File: src/csp_pkg.sv
// Purpose: Constants for the clock source and prescaler control block.
// Assumes: Register offsets are byte addresses on the plain register port.
// Notes:   Oscillator and PLL clocks appear as one-cycle tick pulses.
package csp_pkg;
   // =====================================================
   // Register offsets.
   localparam logic [7:0] A_MAIN_CTRL = 8'h00;
   localparam logic [7:0] A_CLK_SEL   = 8'h04;
   localparam logic [7:0] A_PLL0      = 8'h20;
   localparam logic [7:0] A_PLL1      = 8'h24;
   localparam logic [7:0] A_OSCC0     = 8'h28;
   localparam logic [7:0] A_OSCC1     = 8'h2c;
   localparam logic [7:0] A_OSCC32    = 8'h30;
   localparam logic [7:0] A_INT_EN    = 8'h40;
   localparam logic [7:0] A_INT_STAT  = 8'h4c;
   localparam logic [7:0] A_OSC_STAT  = 8'h54;
   // =====================================================
   // Field positions.
   localparam int MC_OSC0EN  = 2;
   localparam int MC_OSC1EN  = 3;
   localparam int CK_CPU_LSB = 0;
   localparam int CK_HSPD_LSB = 8;
   localparam int CK_PERA_LSB = 16;
   localparam int CK_PERB_LSB = 24;
   localparam int CK_DIV_BIT = 7;
   localparam int PL_EN      = 0;
   localparam int PL_OSC     = 1;
   localparam int PL_OPT_LSB = 2;
   localparam int PL_DIV_LSB = 8;
   localparam int PL_MUL_LSB = 16;
   localparam int OC_MODE    = 0;
   localparam int OC_SUT_LSB = 8;
   localparam int O32_EN     = 0;
   localparam int O32_MODE   = 8;
   localparam int O32_SUT    = 16;
   localparam int ST_OSC0    = 0;
   localparam int ST_OSC1    = 1;
   localparam int ST_LOCK0   = 2;
   localparam int ST_LOCK1   = 3;
   localparam int ST_CLK_RDY = 5;
   localparam int ST_OSC32   = 7;
   // =====================================================
   // Reset values, counts and encodings.
   localparam logic [31:0] RST_ZERO   = 32'h0000_0000;
   localparam logic [7:0]  ST_RST     = 8'h00;
   localparam logic [1:0]  RC_START   = 2'h3;
   localparam int          SUT_LOG0   = 2;
   localparam int          SUT_CW     = 17;
   localparam logic [3:0]  LOCK_FILT  = 4'h8;
   localparam logic [1:0]  MC_SLOW    = 2'h0;
   localparam logic [1:0]  MC_OSC0    = 2'h1;
   localparam logic [1:0]  MC_PLL0    = 2'h2;
   typedef enum logic [1:0] {CK_IDLE = 2'b00, CK_PEND = 2'b01} csp_ck_t;
endpackage : csp_pkg

File: src/csp_ctrl.sv
// Purpose: Clock sources, start-up masking, PLL lock masking, main clock
//          selection and 8-bit prescaler with a clock-ready handshake.
// Assumes: Every clock is a one-cycle tick on i_sys_clk (40 MHz).
// Notes:   i_por clears the 32 kHz oscillator state; i_rst clears the rest.
//
// Local design decisions: the plain strobed port and the register addresses.
`timescale 1ns/1ps

// =====================================================
// Start-up masking counter for one oscillator.
module csp_osc_start #(
   parameter int CW = 17
) (
   input  wire logic          i_sys_clk,
   input  wire logic          i_rst,
   input  wire logic          i_run,
   input  wire logic          i_tick,
   input  wire logic [2:0]    i_sut,
   output logic               o_rdy
);
   import csp_pkg::*;
   logic [CW-1:0] cnt_q;
   logic [CW-1:0] lim;
   // Start-up length doubles twice per step of the start-up field.
   assign lim   = CW'(1) << (SUT_LOG0 + 2 * int'(i_sut));
   assign o_rdy = i_run && (cnt_q >= lim);
   // Counting restarts whenever the oscillator stops.
   always_ff @(posedge i_sys_clk or posedge i_rst) begin
      if (i_rst) begin
         cnt_q <= '0;
      end else if (!i_run) begin
         cnt_q <= '0;
      end else if (i_tick && !o_rdy) begin
         cnt_q <= cnt_q + CW'(1);
      end
   end
endmodule : csp_osc_start

// =====================================================
// Top level.
module csp_ctrl #(
   parameter int PW = 8
) (
   input  wire logic              i_sys_clk,
   input  wire logic              i_rst,
   input  wire logic              i_por,
   input  wire logic [7:0]        i_addr,
   input  wire logic [31:0]       i_wdata,
   input  wire logic              i_wr,
   input  wire logic              i_rd,
   output logic [31:0]            o_rdata,
   input  wire logic              i_rc_tick,
   input  wire logic [1:0]        i_osc_tick,
   input  wire logic              i_osc32_tick,
   input  wire logic [1:0]        i_pll_tick,
   input  wire logic [1:0]        i_pll_lock_raw,
   input  wire logic              i_sleep_osc_off,
   input  wire logic              i_sleep_static,
   output logic                   o_rc_run,
   output logic                   o_slow_ce,
   output logic [1:0]             o_osc_en,
   output logic [1:0]             o_osc_mode,
   output logic [1:0]             o_osc_gate,
   output logic                   o_osc32_en,
   output logic                   o_osc32_mode,
   output logic                   o_osc32_gate,
   output logic [1:0]             o_pll_en,
   output logic [1:0]             o_pll_ref,
   output logic [1:0][5:0]        o_pll_num,
   output logic [1:0][3:0]        o_pll_den,
   output logic [1:0]             o_pll_half,
   output logic [1:0]             o_pll_gate,
   output logic                   o_main_ce,
   output logic                   o_cpu_ce,
   output logic                   o_hspd_ce,
   output logic                   o_pera_ce,
   output logic                   o_perb_ce,
   output logic                   o_clk_rdy,
   output logic                   o_event
);
   import csp_pkg::*;

   // =====================================================
   // Registers.
   logic [31:0]     main_ctrl_q, clk_sel_new_q, clk_sel_act_q, oscc0_q, oscc1_q;
   logic [31:0]     osc32_q, int_en_q, rdata_q;
   logic [1:0][31:0] pll_q;
   logic [1:0]      act_src_q;
   logic [PW-1:0]   psc_q;
   csp_ck_t         ck_st_q;
   logic [1:0]      rc_cnt_q;
   logic [3:0]      lock_cnt_q [2];
   logic [7:0]      st_q;
   logic            main_q, cpu_q, pera_q, perb_q, ev_q;

   // =====================================================
   // Address decode and derived fields.
   wire wr_mc   = i_wr && (i_addr == A_MAIN_CTRL);
   wire wr_ck   = i_wr && (i_addr == A_CLK_SEL);
   wire wr_p0   = i_wr && (i_addr == A_PLL0);
   wire wr_p1   = i_wr && (i_addr == A_PLL1);
   wire wr_oc0  = i_wr && (i_addr == A_OSCC0);
   wire wr_oc1  = i_wr && (i_addr == A_OSCC1);
   wire wr_o32  = i_wr && (i_addr == A_OSCC32);
   wire wr_ier  = i_wr && (i_addr == A_INT_EN);
   wire [1:0] wr_pll = {wr_p1, wr_p0};
   wire [1:0] main_src_sel = main_ctrl_q[1:0];

   // Slow clock runs except in static sleep, ready after three RC cycles.
   wire rc_rdy  = (rc_cnt_q == RC_START);
   wire slow_tk = i_rc_tick && rc_rdy && !i_sleep_static;

   // Main oscillators: enable bits, mode bits, sleep shutdown.
   wire [1:0] osc_run  = {main_ctrl_q[MC_OSC1EN], main_ctrl_q[MC_OSC0EN]}
                         & {2{!i_sleep_osc_off}};
   wire [1:0] osc_rdy;
   wire       osc32_run = osc32_q[O32_EN] && !i_sleep_static;
   wire       osc32_rdy;
   wire [1:0] pll_lock;

   // =====================================================
   // Oscillator start-up masking, timed by the slow clock.
   csp_osc_start #(.CW(SUT_CW)) u_osc0 (
      .i_sys_clk (i_sys_clk),
      .i_rst     (i_rst),
      .i_run     (osc_run[0]),
      .i_tick    (slow_tk),
      .i_sut     (oscc0_q[OC_SUT_LSB +: 3]),
      .o_rdy     (osc_rdy[0])
   );
   csp_osc_start #(.CW(SUT_CW)) u_osc1 (
      .i_sys_clk (i_sys_clk),
      .i_rst     (i_rst),
      .i_run     (osc_run[1]),
      .i_tick    (slow_tk),
      .i_sut     (oscc1_q[OC_SUT_LSB +: 3]),
      .o_rdy     (osc_rdy[1])
   );
   // The 32 kHz counter is kept across all resets but power-on.
   csp_osc_start #(.CW(SUT_CW)) u_osc32 (
      .i_sys_clk (i_sys_clk),
      .i_rst     (i_por),
      .i_run     (osc32_run),
      .i_tick    (slow_tk),
      .i_sut     (osc32_q[O32_SUT +: 3]),
      .o_rdy     (osc32_rdy)
   );

   // =====================================================
   // PLL configuration outputs, lock flags and clock masking.
   genvar g;
   generate
      for (g = 0; g < 2; g++) begin : g_pll
         wire [3:0] mul = pll_q[g][PL_MUL_LSB +: 4];
         wire [3:0] dv  = pll_q[g][PL_DIV_LSB +: 4];
         wire [5:0] m1  = 6'(mul) + 6'h01;
         wire       ref_sel = pll_q[g][PL_OSC];
         // A write that enables or changes reference or multiplier unlocks.
         wire relock = wr_pll[g] && ((i_wdata[PL_EN] && !pll_q[g][PL_EN])
                       || (i_wdata[PL_OSC] != ref_sel)
                       || (i_wdata[PL_MUL_LSB +: 4] != mul));
         wire lock_ok = pll_q[g][PL_EN] && !i_sleep_osc_off
                        && i_pll_lock_raw[g] && osc_rdy[ref_sel];
         assign o_pll_num[g]  = (dv == 4'h0) ? 6'(m1 << 1) : m1;
         assign o_pll_den[g]  = (dv == 4'h0) ? 4'h1 : dv;
         assign o_pll_half[g] = pll_q[g][PL_OPT_LSB + 1];
         assign o_pll_en[g]   = pll_q[g][PL_EN];
         assign o_pll_ref[g]  = ref_sel;
         assign pll_lock[g]   = (lock_cnt_q[g] == LOCK_FILT);
         assign o_pll_gate[g] = pll_lock[g];
         // Lock must be seen for a filter period before it counts.
         always_ff @(posedge i_sys_clk or posedge i_rst) begin
            if (i_rst) begin
               lock_cnt_q[g] <= '0;
            end else if (relock || !lock_ok) begin
               lock_cnt_q[g] <= '0;
            end else if (!pll_lock[g]) begin
               lock_cnt_q[g] <= lock_cnt_q[g] + 4'h1;
            end
         end
      end
   endgenerate

   // =====================================================
   // Main clock source selection.
   function automatic logic src_tick(input logic [1:0] s, input logic sl,
                                     input logic o0, input logic p0);
      case (s)
         MC_OSC0: src_tick = o0;
         MC_PLL0: src_tick = p0;
         default: src_tick = sl;
      endcase
   endfunction : src_tick

   wire osc0_tk   = i_osc_tick[0] && osc_rdy[0];
   wire pll0_tk   = i_pll_tick[0] && pll_lock[0];
   wire main_tk   = src_tick(act_src_q, slow_tk, osc0_tk, pll0_tk);
   wire psc_wrap  = main_tk && (&psc_q);

   // Prescaler tap: undivided, or one pulse per 2^(sel+1) main ticks.
   function automatic logic tap(input logic [7:0] f, input logic [PW-1:0] p,
                                input logic t);
      logic [8:0] m;
      m = 9'((9'h002 << f[2:0]) - 9'h001);
      if (f[CK_DIV_BIT]) begin
         tap = t && ((p & m[PW-1:0]) == m[PW-1:0]);
      end else begin
         tap = t;
      end
   endfunction : tap

   // Source changes only on a tick of the old source, so no runt pulse.
   always_ff @(posedge i_sys_clk or posedge i_rst) begin
      if (i_rst) begin
         act_src_q <= MC_SLOW;
      end else if (main_tk) begin
         act_src_q <= main_src_sel;
      end
   end

   // =====================================================
   // Prescaler and clock select handshake.
   always_ff @(posedge i_sys_clk or posedge i_rst) begin
      if (i_rst) begin
         psc_q <= '0;
      end else if (main_tk) begin
         psc_q <= psc_q + PW'(1);
      end
   end

   // New settings wait for the common prescaler wrap, then apply together.
   always_ff @(posedge i_sys_clk or posedge i_rst) begin
      if (i_rst) begin
         ck_st_q     <= CK_IDLE;
         clk_sel_new_q <= RST_ZERO;
         clk_sel_act_q <= RST_ZERO;
      end else begin
         case (ck_st_q)
            CK_IDLE: begin
               if (wr_ck) begin
                  clk_sel_new_q <= {i_wdata[31:16], i_wdata[7:0], i_wdata[7:0]};
                  ck_st_q     <= CK_PEND;
               end
            end
            CK_PEND: begin
               if (psc_wrap) begin
                  clk_sel_act_q <= clk_sel_new_q;
                  ck_st_q     <= CK_IDLE;
               end
            end
            default: ck_st_q <= CK_IDLE;
         endcase
      end
   end

   // Domain enables are registered taps of the shared prescaler.
   always_ff @(posedge i_sys_clk or posedge i_rst) begin
      if (i_rst) begin
         main_q <= 1'b0;
         cpu_q  <= 1'b0;
         pera_q <= 1'b0;
         perb_q <= 1'b0;
      end else begin
         main_q <= main_tk;
         cpu_q  <= tap(clk_sel_act_q[CK_CPU_LSB +: 8], psc_q, main_tk);
         pera_q <= tap(clk_sel_act_q[CK_PERA_LSB +: 8], psc_q, main_tk);
         perb_q <= tap(clk_sel_act_q[CK_PERB_LSB +: 8], psc_q, main_tk);
      end
   end

   // =====================================================
   // RC start-up, re-armed when static sleep stops the RC oscillator.
   always_ff @(posedge i_sys_clk or posedge i_rst) begin
      if (i_rst) begin
         rc_cnt_q <= '0;
      end else if (i_sleep_static) begin
         rc_cnt_q <= '0;
      end else if (i_rc_tick && !rc_rdy) begin
         rc_cnt_q <= rc_cnt_q + 2'h1;
      end
   end

   // =====================================================
   // Software registers on the hard reset.
   always_ff @(posedge i_sys_clk or posedge i_rst) begin
      if (i_rst) begin
         main_ctrl_q <= RST_ZERO;
         oscc0_q  <= RST_ZERO;
         oscc1_q  <= RST_ZERO;
         pll_q    <= '0;
         int_en_q <= RST_ZERO;
      end else begin
         if (wr_mc)  main_ctrl_q <= i_wdata;
         if (wr_oc0) oscc0_q  <= i_wdata;
         if (wr_oc1) oscc1_q  <= i_wdata;
         if (wr_p0)  pll_q[0] <= i_wdata;
         if (wr_p1)  pll_q[1] <= i_wdata;
         if (wr_ier) int_en_q <= i_wdata;
      end
   end

   // The 32 kHz control register is cleared only by power-on reset.
   always_ff @(posedge i_sys_clk or posedge i_por) begin
      if (i_por) begin
         osc32_q <= RST_ZERO;
      end else if (wr_o32) begin
         osc32_q <= i_wdata;
      end
   end

   // =====================================================
   // Status, rising-edge events and read data.
   wire [7:0] status;
   assign status = 8'(osc_rdy[0]) << ST_OSC0 | 8'(osc_rdy[1]) << ST_OSC1
                 | 8'(pll_lock[0]) << ST_LOCK0 | 8'(pll_lock[1]) << ST_LOCK1
                 | 8'(o_clk_rdy) << ST_CLK_RDY | 8'(osc32_rdy) << ST_OSC32;
   wire [7:0] rises = status & ~st_q;

   wire [31:0] ck_rd = {clk_sel_new_q[31:16], clk_sel_new_q[7:0], clk_sel_new_q[7:0]};
   wire [31:0] rd_mux =
        (i_addr == A_MAIN_CTRL) ? main_ctrl_q :
        (i_addr == A_CLK_SEL)   ? ck_rd :
        (i_addr == A_PLL0)   ? pll_q[0] :
        (i_addr == A_PLL1)   ? pll_q[1] :
        (i_addr == A_OSCC0)  ? oscc0_q :
        (i_addr == A_OSCC1)  ? oscc1_q :
        (i_addr == A_OSCC32) ? osc32_q :
        (i_addr == A_INT_EN) ? int_en_q :
        (i_addr == A_INT_STAT || i_addr == A_OSC_STAT) ? 32'(status) : RST_ZERO;

   // Read data stand for one cycle only; enabled rises pulse the event.
   always_ff @(posedge i_sys_clk or posedge i_rst) begin
      if (i_rst) begin
         rdata_q <= RST_ZERO;
         st_q    <= ST_RST;
         ev_q    <= 1'b0;
      end else begin
         rdata_q <= i_rd ? rd_mux : RST_ZERO;
         st_q    <= status;
         ev_q    <= |(rises & int_en_q[7:0]);
      end
   end

   // =====================================================
   // Output assignments.
   assign o_rdata      = rdata_q;
   assign o_rc_run     = !i_sleep_static;
   assign o_slow_ce    = slow_tk;
   assign o_osc_en     = osc_run;
   assign o_osc_mode   = {oscc1_q[OC_MODE], oscc0_q[OC_MODE]};
   assign o_osc_gate   = osc_rdy;
   assign o_osc32_en   = osc32_run;
   assign o_osc32_mode = osc32_q[O32_MODE];
   assign o_osc32_gate = osc32_rdy;
   assign o_main_ce    = main_q;
   assign o_cpu_ce     = cpu_q;
   assign o_hspd_ce    = cpu_q;
   assign o_pera_ce    = pera_q;
   assign o_perb_ce    = perb_q;
   assign o_clk_rdy    = (ck_st_q == CK_IDLE);
   assign o_event      = ev_q;

   // =====================================================
   // Assertions.
   property p_clk_rdy_drop;
      @(posedge i_sys_clk) disable iff (i_rst) wr_ck |=> !o_clk_rdy;
   endproperty
   a_clk_rdy_drop: assert property (p_clk_rdy_drop) else $error("clock ready not cleared");

   property p_clk_rdy_back;
      @(posedge i_sys_clk) disable iff (i_rst)
         (!o_clk_rdy && psc_wrap) |=> (o_clk_rdy && clk_sel_act_q == $past(clk_sel_new_q));
   endproperty
   a_clk_rdy_back: assert property (p_clk_rdy_back) else $error("setting not applied");

   property p_hspd_same;
      @(posedge i_sys_clk) disable iff (i_rst) o_hspd_ce == o_cpu_ce;
   endproperty
   a_hspd_same: assert property (p_hspd_same) else $error("high-speed bus differs from cpu");

   property p_rc_ready;
      @(posedge i_sys_clk) disable iff (i_rst)
         $rose(rc_rdy) |-> $past(i_rc_tick) && $past(rc_cnt_q) == 2'h2;
   endproperty
   a_rc_ready: assert property (p_rc_ready) else $error("rc start count wrong");

   property p_pll_relock;
      @(posedge i_sys_clk) disable iff (i_rst)
         (wr_p0 && i_wdata[PL_EN] && !pll_q[0][PL_EN]) |=> !o_pll_gate[0] [*8];
   endproperty
   a_pll_relock: assert property (p_pll_relock) else $error("pll gate open early");

   property p_osc_mask;
      @(posedge i_sys_clk) disable iff (i_rst) !o_osc_en[0] |-> !o_osc_gate[0];
   endproperty
   a_osc_mask: assert property (p_osc_mask) else $error("osc0 not masked");

   property p_cpu_div;
      @(posedge i_sys_clk) disable iff (i_rst)
         (o_cpu_ce && clk_sel_act_q[CK_CPU_LSB + CK_DIV_BIT]) |-> $past(psc_q[0]);
   endproperty
   a_cpu_div: assert property (p_cpu_div) else $error("cpu tap misaligned");

   property p_pera_undiv;
      @(posedge i_sys_clk) disable iff (i_rst)
         (main_tk && !clk_sel_act_q[CK_PERA_LSB + CK_DIV_BIT]) |=> o_pera_ce;
   endproperty
   a_pera_undiv: assert property (p_pera_undiv) else $error("bus a pulse missing");

   property p_src_switch;
      @(posedge i_sys_clk) disable iff (i_rst)
         (act_src_q != main_src_sel && !main_tk) |=> act_src_q == $past(act_src_q);
   endproperty
   a_src_switch: assert property (p_src_switch) else $error("source switched mid-cycle");

   property p_vco_ratio;
      @(posedge i_sys_clk) disable iff (i_rst)
         (pll_q[1][PL_DIV_LSB +: 4] == 4'h0) |-> (o_pll_den[1] == 4'h1
            && o_pll_num[1] == 6'(2 * (pll_q[1][PL_MUL_LSB +: 4] + 1)));
   endproperty
   a_vco_ratio: assert property (p_vco_ratio) else $error("vco ratio wrong");
endmodule : csp_ctrl

File: config.mk
export PLATFORM = sky130hd
export DESIGN_NAME = csp_ctrl
export DESIGN_NICKNAME = d
export VERILOG_FILES = /design/src/csp_pkg.sv /design/src/csp_ctrl.sv
export SDC_FILE = /design/constraint.sdc
export NUM_CORES = 1
export LEC_CHECK = 0
export ABC_AREA = 1
export ABC_CLOCK_PERIOD_IN_PS = 22600
export BUFFER_PORTS_ARGS = -buffer_cell sky130_fd_sc_hd__buf_4
export CORE_ASPECT_RATIO = 0.8
export CORE_MARGIN = 1.5
export CORE_UTILIZATION = 48
export DETAILED_ROUTE_END_ITERATION = 10
export GPL_ROUTABILITY_DRIVEN = 0
export PLACE_DENSITY_LB_ADDON = 0.15
export SYNTH_ARGS = -nofsm -noshare
export SYNTH_HDL_FRONTEND = slang
export SYNTH_SLANG_ARGS = --single-unit
File: constraint.sdc
create_clock -name i_sys_clk -period 22.6 [get_ports i_sys_clk]
set_clock_uncertainty 0.2 [all_clocks]
set_input_delay 3.39 -clock i_sys_clk [delete_from_list [all_inputs] [get_ports i_sys_clk]]
set_output_delay 3.39 -clock i_sys_clk [all_outputs]
set_load 0.03 [all_outputs]
Word level (Yosys, flattened, before mapping):

Cells that the tools add are included.

* equality and inequality tests: 29
* shift-type cells: 6
* add/subtract/negate cells: 15
* magnitude comparators: 5
* mux-type cells: 37
* reductions and logical operators: 61
* bitwise operators: 12

Operators with widths (count)
* $mux 32: 9
* $mux 17: 6
* $shl 1x32->17 const A: 3
* $add 17x1->17 const B: 3
* $ge 17x17->1: 3
* $and 8x8->8: 5
* $eq 8x6->1 const B: 5
* $logic_and 1x1->1: 34
* $eq 8x7->1 const B: 3
* $eq 8x8->1: 3
* $mux 4: 6
* $shl 2x3->8 const A: 3
* $sub 8x1->8 const B: 3
* $add 2x4->5 const A: 3
* $mux 6: 2
* $add 4x1->5 const B: 2
* $logic_not 1->1: 10
* $ne 2x1->1 const B: 5
* $add 4x1->4 const B: 2
* $add 8x1->8 const B: 1
* $eq 4x4->1 const B: 2
* $eq 8x3->1 const B: 1
* $logic_not 4->1: 2
* $logic_not 8->1: 1
* other kinds (25): 48

* word-level logic and storage cells: 190
* register bits: 406
* output and inout port bits: 78
* input port bits: 55

Depth between registers and ports, before layout:

* depth after elaboration: 19
* depth in mapped cells: 21
* mapped depth without buffers: 19

Modules after synthesis:

From an unflattened synthesis, not the netlist that was laid out.

* cells, all modules: 2387
* area, all modules: 19253.5 sq um

By module, submodules not included
* csp_ctrl: seq. area each 8107.8 sq um, area an instance 14477.6 sq um, times used 1, cells each 1707
* csp_osc_start at u_osc1 ...: seq. area each 425.4 sq um, area an instance 1625.3 sq um, times used 2, cells each 226
* csp_osc_start at u_osc0: seq. area each 425.4 sq um, area an instance 1525.2 sq um, times used 1, cells each 228

Worst setup path before layout:

No wires, ideal clock.

* kind: input to output
* start point: input i_sleep_static
* end point: output o_osc32_gate
* data required time: 19.010 ns
* buffers on the path: 1
* arrival: 4.488 ns
* stages: 4
* setup slack: 14.522 ns
* cells stage by stage: inv_1 -> nand2_1 -> clkbuf_1 -> a21oi_1

* cells in the longest elaborated chain, start to end: 3

Ends and longest elaborated chain
* from (decl): line csp_ctrl.sv:58 `input wire logic i_sleep_static,`
* $logic_not 1->1: line csp_ctrl.sv:117 `wire osc32_run = osc32_q[O32_EN] && !i_sleep_static;`
* $logic_and 1x1->1: line csp_ctrl.sv:117
* $logic_and 1x1->1: line csp_ctrl.sv:26 `assign o_rdy = i_run && (cnt_q >= lim);`
* to (decl): line csp_ctrl.sv:66 `output logic o_osc32_gate,`

Every way passes these cells.

Final worst setup path:

* start point: input i_sleep_static
* end point: output o_osc32_en

* cells in the longest elaborated chain, start to end: 2

Ends and longest elaborated chain
* $logic_not 1->1: line csp_ctrl.sv:117
* $logic_and 1x1->1: line csp_ctrl.sv:117
* to (decl): line csp_ctrl.sv:64 `output logic o_osc32_en,`

Every way passes these cells.

==> flow_summary.toml <==
[critical_path]
crit_required_ns = 19.01
endpoint_kind = "output pin"
cp-start-kind = "primary input"
path_cells = "buf_4 > inv_1 > nand2_1 > inv_1 > buf_4"
cpLargestDelayFamily = "buffers and inverters"
critPathArrivalTime_ns = 4.75
cpPeakStageDelay_ns = 0.48
path_class = "primary input to output pin"
critical_path.slowest_cell = "inv_1"
crit_path_max_fanout = 13
path_buf_inv = 4

[power_and_ir_drop]
p_leak_nw = 9.905
p_per_area_nw_per_um2 = 73.67
vdd_drop_max_mv = 0.03942
total_power_mw = 1.558

[detailed_routing]
drcViolationCount = 0
drtIter0Drc = 1839
ant_nets = 0
avgViaCountPerCell = 5.623
vias = 15930
wire_per_inst_um = 18.52
wl_um = 52470
firstDrtPassIters = 5

[sta]
rsz0062_at_grt = "no"
maxSlewHeadroom = 0.1946
finalSetupTns_ns = 0
setup_ws_ns = 14.26
worstMarginPinSlew_ns = 1.204
min_period_ns = 8.342
whs_ns = 0.2497
fmax_mhz = 119.9
slew_viol_final = 0
hold_viol = 0
post-route-period-util = 0.3691
setup_viol = 0

[cts]
htree_levels = 2
clock_latency_ns = 0.54
post_cts_buffers = 0
cts-hold-fix-buffers = 0
cts_resized = 0
clockBufferDepth = 3
clkTransAtPathRegs_ns = 0.06
cts.sinks = 375
cts-root-buf = "clkbuf_16"
tritoncts = "built"
cts_made_buffers = 40

[floorplanning]
die_h_um = 179.1
io_pins = 133
core_um2 = 38200
dieArea_um2 = 39980
placementRows = 64
start_util = 0.4874
die_w_um = 223.2

[place]
portBuffers = 129
dp_hpwl_um = 35170
dpl_worst_slack_ns = 14.27
dp.cells = 2762

[finish]
syn_to_final_growth_pct = 13.63
nets = 2407
antenna_cells = 0
drive_gt1_frac = 0.1309
final_cells = 2833

[worst_hold_path]
hold_class = "flip-flop to flip-flop"

[logic_synthesis]
syn_inst = 2234
syn_avg_cell_area_um2 = 8.333
yosysWarnings = 0
netlist_area_um2 = 18620
synth-seq-cells = 375
synth-edff-count = 0
synth-async-reset-ratio = 1.000
yosysSeqAreaShare = 0.5041
ys.flop_type = "dfrtp_1"
ys_types = 59

[grt]
gr-total-overflow = 0
grt_usage = 0.2697
grt_max_degree = 104
grt_pass1_vias = 15030
grt_pass1_wl_um = 84240
antenna_found_initial = 0

[outcome]
status = "finished clean"

[flow_run]
cap_viol_max_count = 0
-- synthesized netlist by cell type, types with 2 or more instances --
cell type | number | share of area
nand3_2 | 2 | 0.0011
o22ai_1 | 11 | 0.0037
o41ai_1 | 2 | 0.00094
xnor2_1 | 6 | 0.0028
o21ai_2 | 6 | 0.0028
a221oi_1 | 8 | 0.0038
nor3b_1 | 3 | 0.0012
nor2_1 | 96 | 0.019
mux2i_1 | 2 | 0.0011
nor2_2 | 11 | 0.0037
nor3_1 | 44 | 0.012
nand2_1 | 553 | 0.11
xor2_1 | 31 | 0.015
o2bb2ai_1 | 2 | 0.00094
nand3_1 | 103 | 0.028
nand2_4 | 3 | 0.0018
o2111ai_1 | 10 | 0.0047
o31ai_1 | 9 | 0.0036
nor2_4 | 4 | 0.0024
buf_4 | 16 | 0.0065
a31oi_1 | 5 | 0.0017
clkbuf_1 | 62 | 0.013
nand4_1 | 28 | 0.0094
o211ai_1 | 6 | 0.0024
inv_2 | 16 | 0.0032
ha_1 | 43 | 0.029
o21ai_0 | 320 | 0.086
buf_6 | 8 | 0.0048
o21a_1 | 4 | 0.0016
nand2_2 | 20 | 0.0067
inv_4 | 4 | 0.0013
or2_2 | 6 | 0.0020
a22oi_1 | 12 | 0.0048
o221ai_1 | 4 | 0.0019
inv_1 | 189 | 0.038
buf_2 | 26 | 0.0070
nor3_2 | 9 | 0.0048
o311ai_0 | 2 | 0.00094
nor4_1 | 12 | 0.0040
a21oi_1 | 107 | 0.029
dfrtp_1 | 375 | 0.50
o21ai_1 | 37 | 0.0099
-- metal layers --
layer	up-vias	GRT usage	part of all wire
met2	641	0.3964	0.43
met3	77	0.05277	0.085
met1	7630	0.4073	0.47
met5	-	0	0
met4	0	0.06661	0.019
li1	7581	-	-
-- where the power goes --
part	switching [mW]	leakage, nW	total [mW]	internal, mW
registers	0.0269	5.05	0.728	0.701
logic	0.0901	4.17	0.134	0.0439
clock network	0.277	0.684	0.696	0.420
-- per-stage QoR --
| step | area, µm² | util |
|---|---|---|
| global placement | 19760 | 0.5174 |
| CTS | 21150 | 0.5538 |
| floorplan | 18620 | - |
| global route | 21150 | 0.5538 |
| finish | 21150 | 0.5538 |
| detailed placement | 19760 | 0.5174 |
-- worst reg2reg max path: stages, from the launching register on --
cell     delay (ns)
dfrtp_1        0.44
inv_1          0.17
nand3_1        0.11
ha_1           0.30
nand2_1        0.07
nand2_1        0.06
a21oi_1        0.15
nand2_1        0.10
nand2_1        0.08
nand3_2        0.17
nand2_2        0.15
nand2_1        0.25
nand2_1        0.39
nand3_1        0.14
o21ai_0        0.17
a21oi_1        0.05
-- placed cells by master (no fill, tap or decap), types with 4 or more instances in the layout --
cell type	instances
a221oi_1	8
inv_2	17
xnor2_1	6
nor3_1	44
o21ai_0	320
xor2_1	31
bufinv_16	5
a31oi_1	5
a21oi_1	107
nor4_1	12
buf_4	147
o31ai_1	9
o211ai_1	6
clkbuf_16	41
nand4_1	28
nand3_1	103
nand2_1	549
o2111ai_1	10
o21ai_2	6
inv_1	187
nand2_2	24
nor2_1	96
o21a_1	4
ha_1	43
inv_4	4
nor2_2	11
a22oi_1	12
nor3_2	8
dfrtp_1	375
clkbuf_8	9
o221ai_1	4
or2_2	6
clkinv_2	7
o22ai_1	11
o21ai_1	37
nor2_4	4
clkbuf_1	5
-- logic make-up after synthesis --
family | Yosys count | share of synthesized area
compound gates | 549 | 0.1604
xor+xnor | 37 | 0.01741
fa+ha+maj | 43 | 0.02890
buf+inv | 326 | 0.07568
flops | 375 | 0.5041
mux | 2 | 0.001075
other cells | 1 | 0.0002014
simple gates | 901 | 0.2123
-- worst paths after layout --
path / startpoint / end / slack [ns] / depth (start not counted)
max: i_sleep_static / o_osc32_en / 14.26 / 5
min: clk_sel_act_q[15] / o_cpu_ce / 0.25 / 1
max reg2reg: oscc0_q[10] / u_osc0.cnt_q[8] / 19.49 / 15
min reg2reg: clk_sel_act_q[15] / o_cpu_ce / 0.25 / 1
max in group asynchronous: i_rst / u_osc0.cnt_q[10] / 16.97 / 4
min in group asynchronous: i_rst / u_osc1.cnt_q[6] / 2.71 / 2
-- state kept, by name, indices dropped and copies added (netlist names), 17 cells and up --
| name | count |
|---|---|
| u_osc1.cnt_q | 17 |
| pll_q | 42 |
| o_rdata | 32 |
| oscc1_q | 32 |
| oscc0_q | 32 |
| int_en_q | 32 |
| u_osc0.cnt_q | 17 |
| clk_sel_new_q | 24 |
| main_ctrl_q | 32 |
| u_osc32.cnt_q | 17 |
| osc32_q | 32 |
-- cell type report --
type	instances	area, µm²
fillers	3564	17040
flip-flops and latches	375	9384
clock inverters	16	220.2
inverters	211	814.5
multi-input cells	1534	7843
repair buffers	147	1104
clock buffers	55	1169
well taps	495	619.3
(Power assumes the default switching activity.)
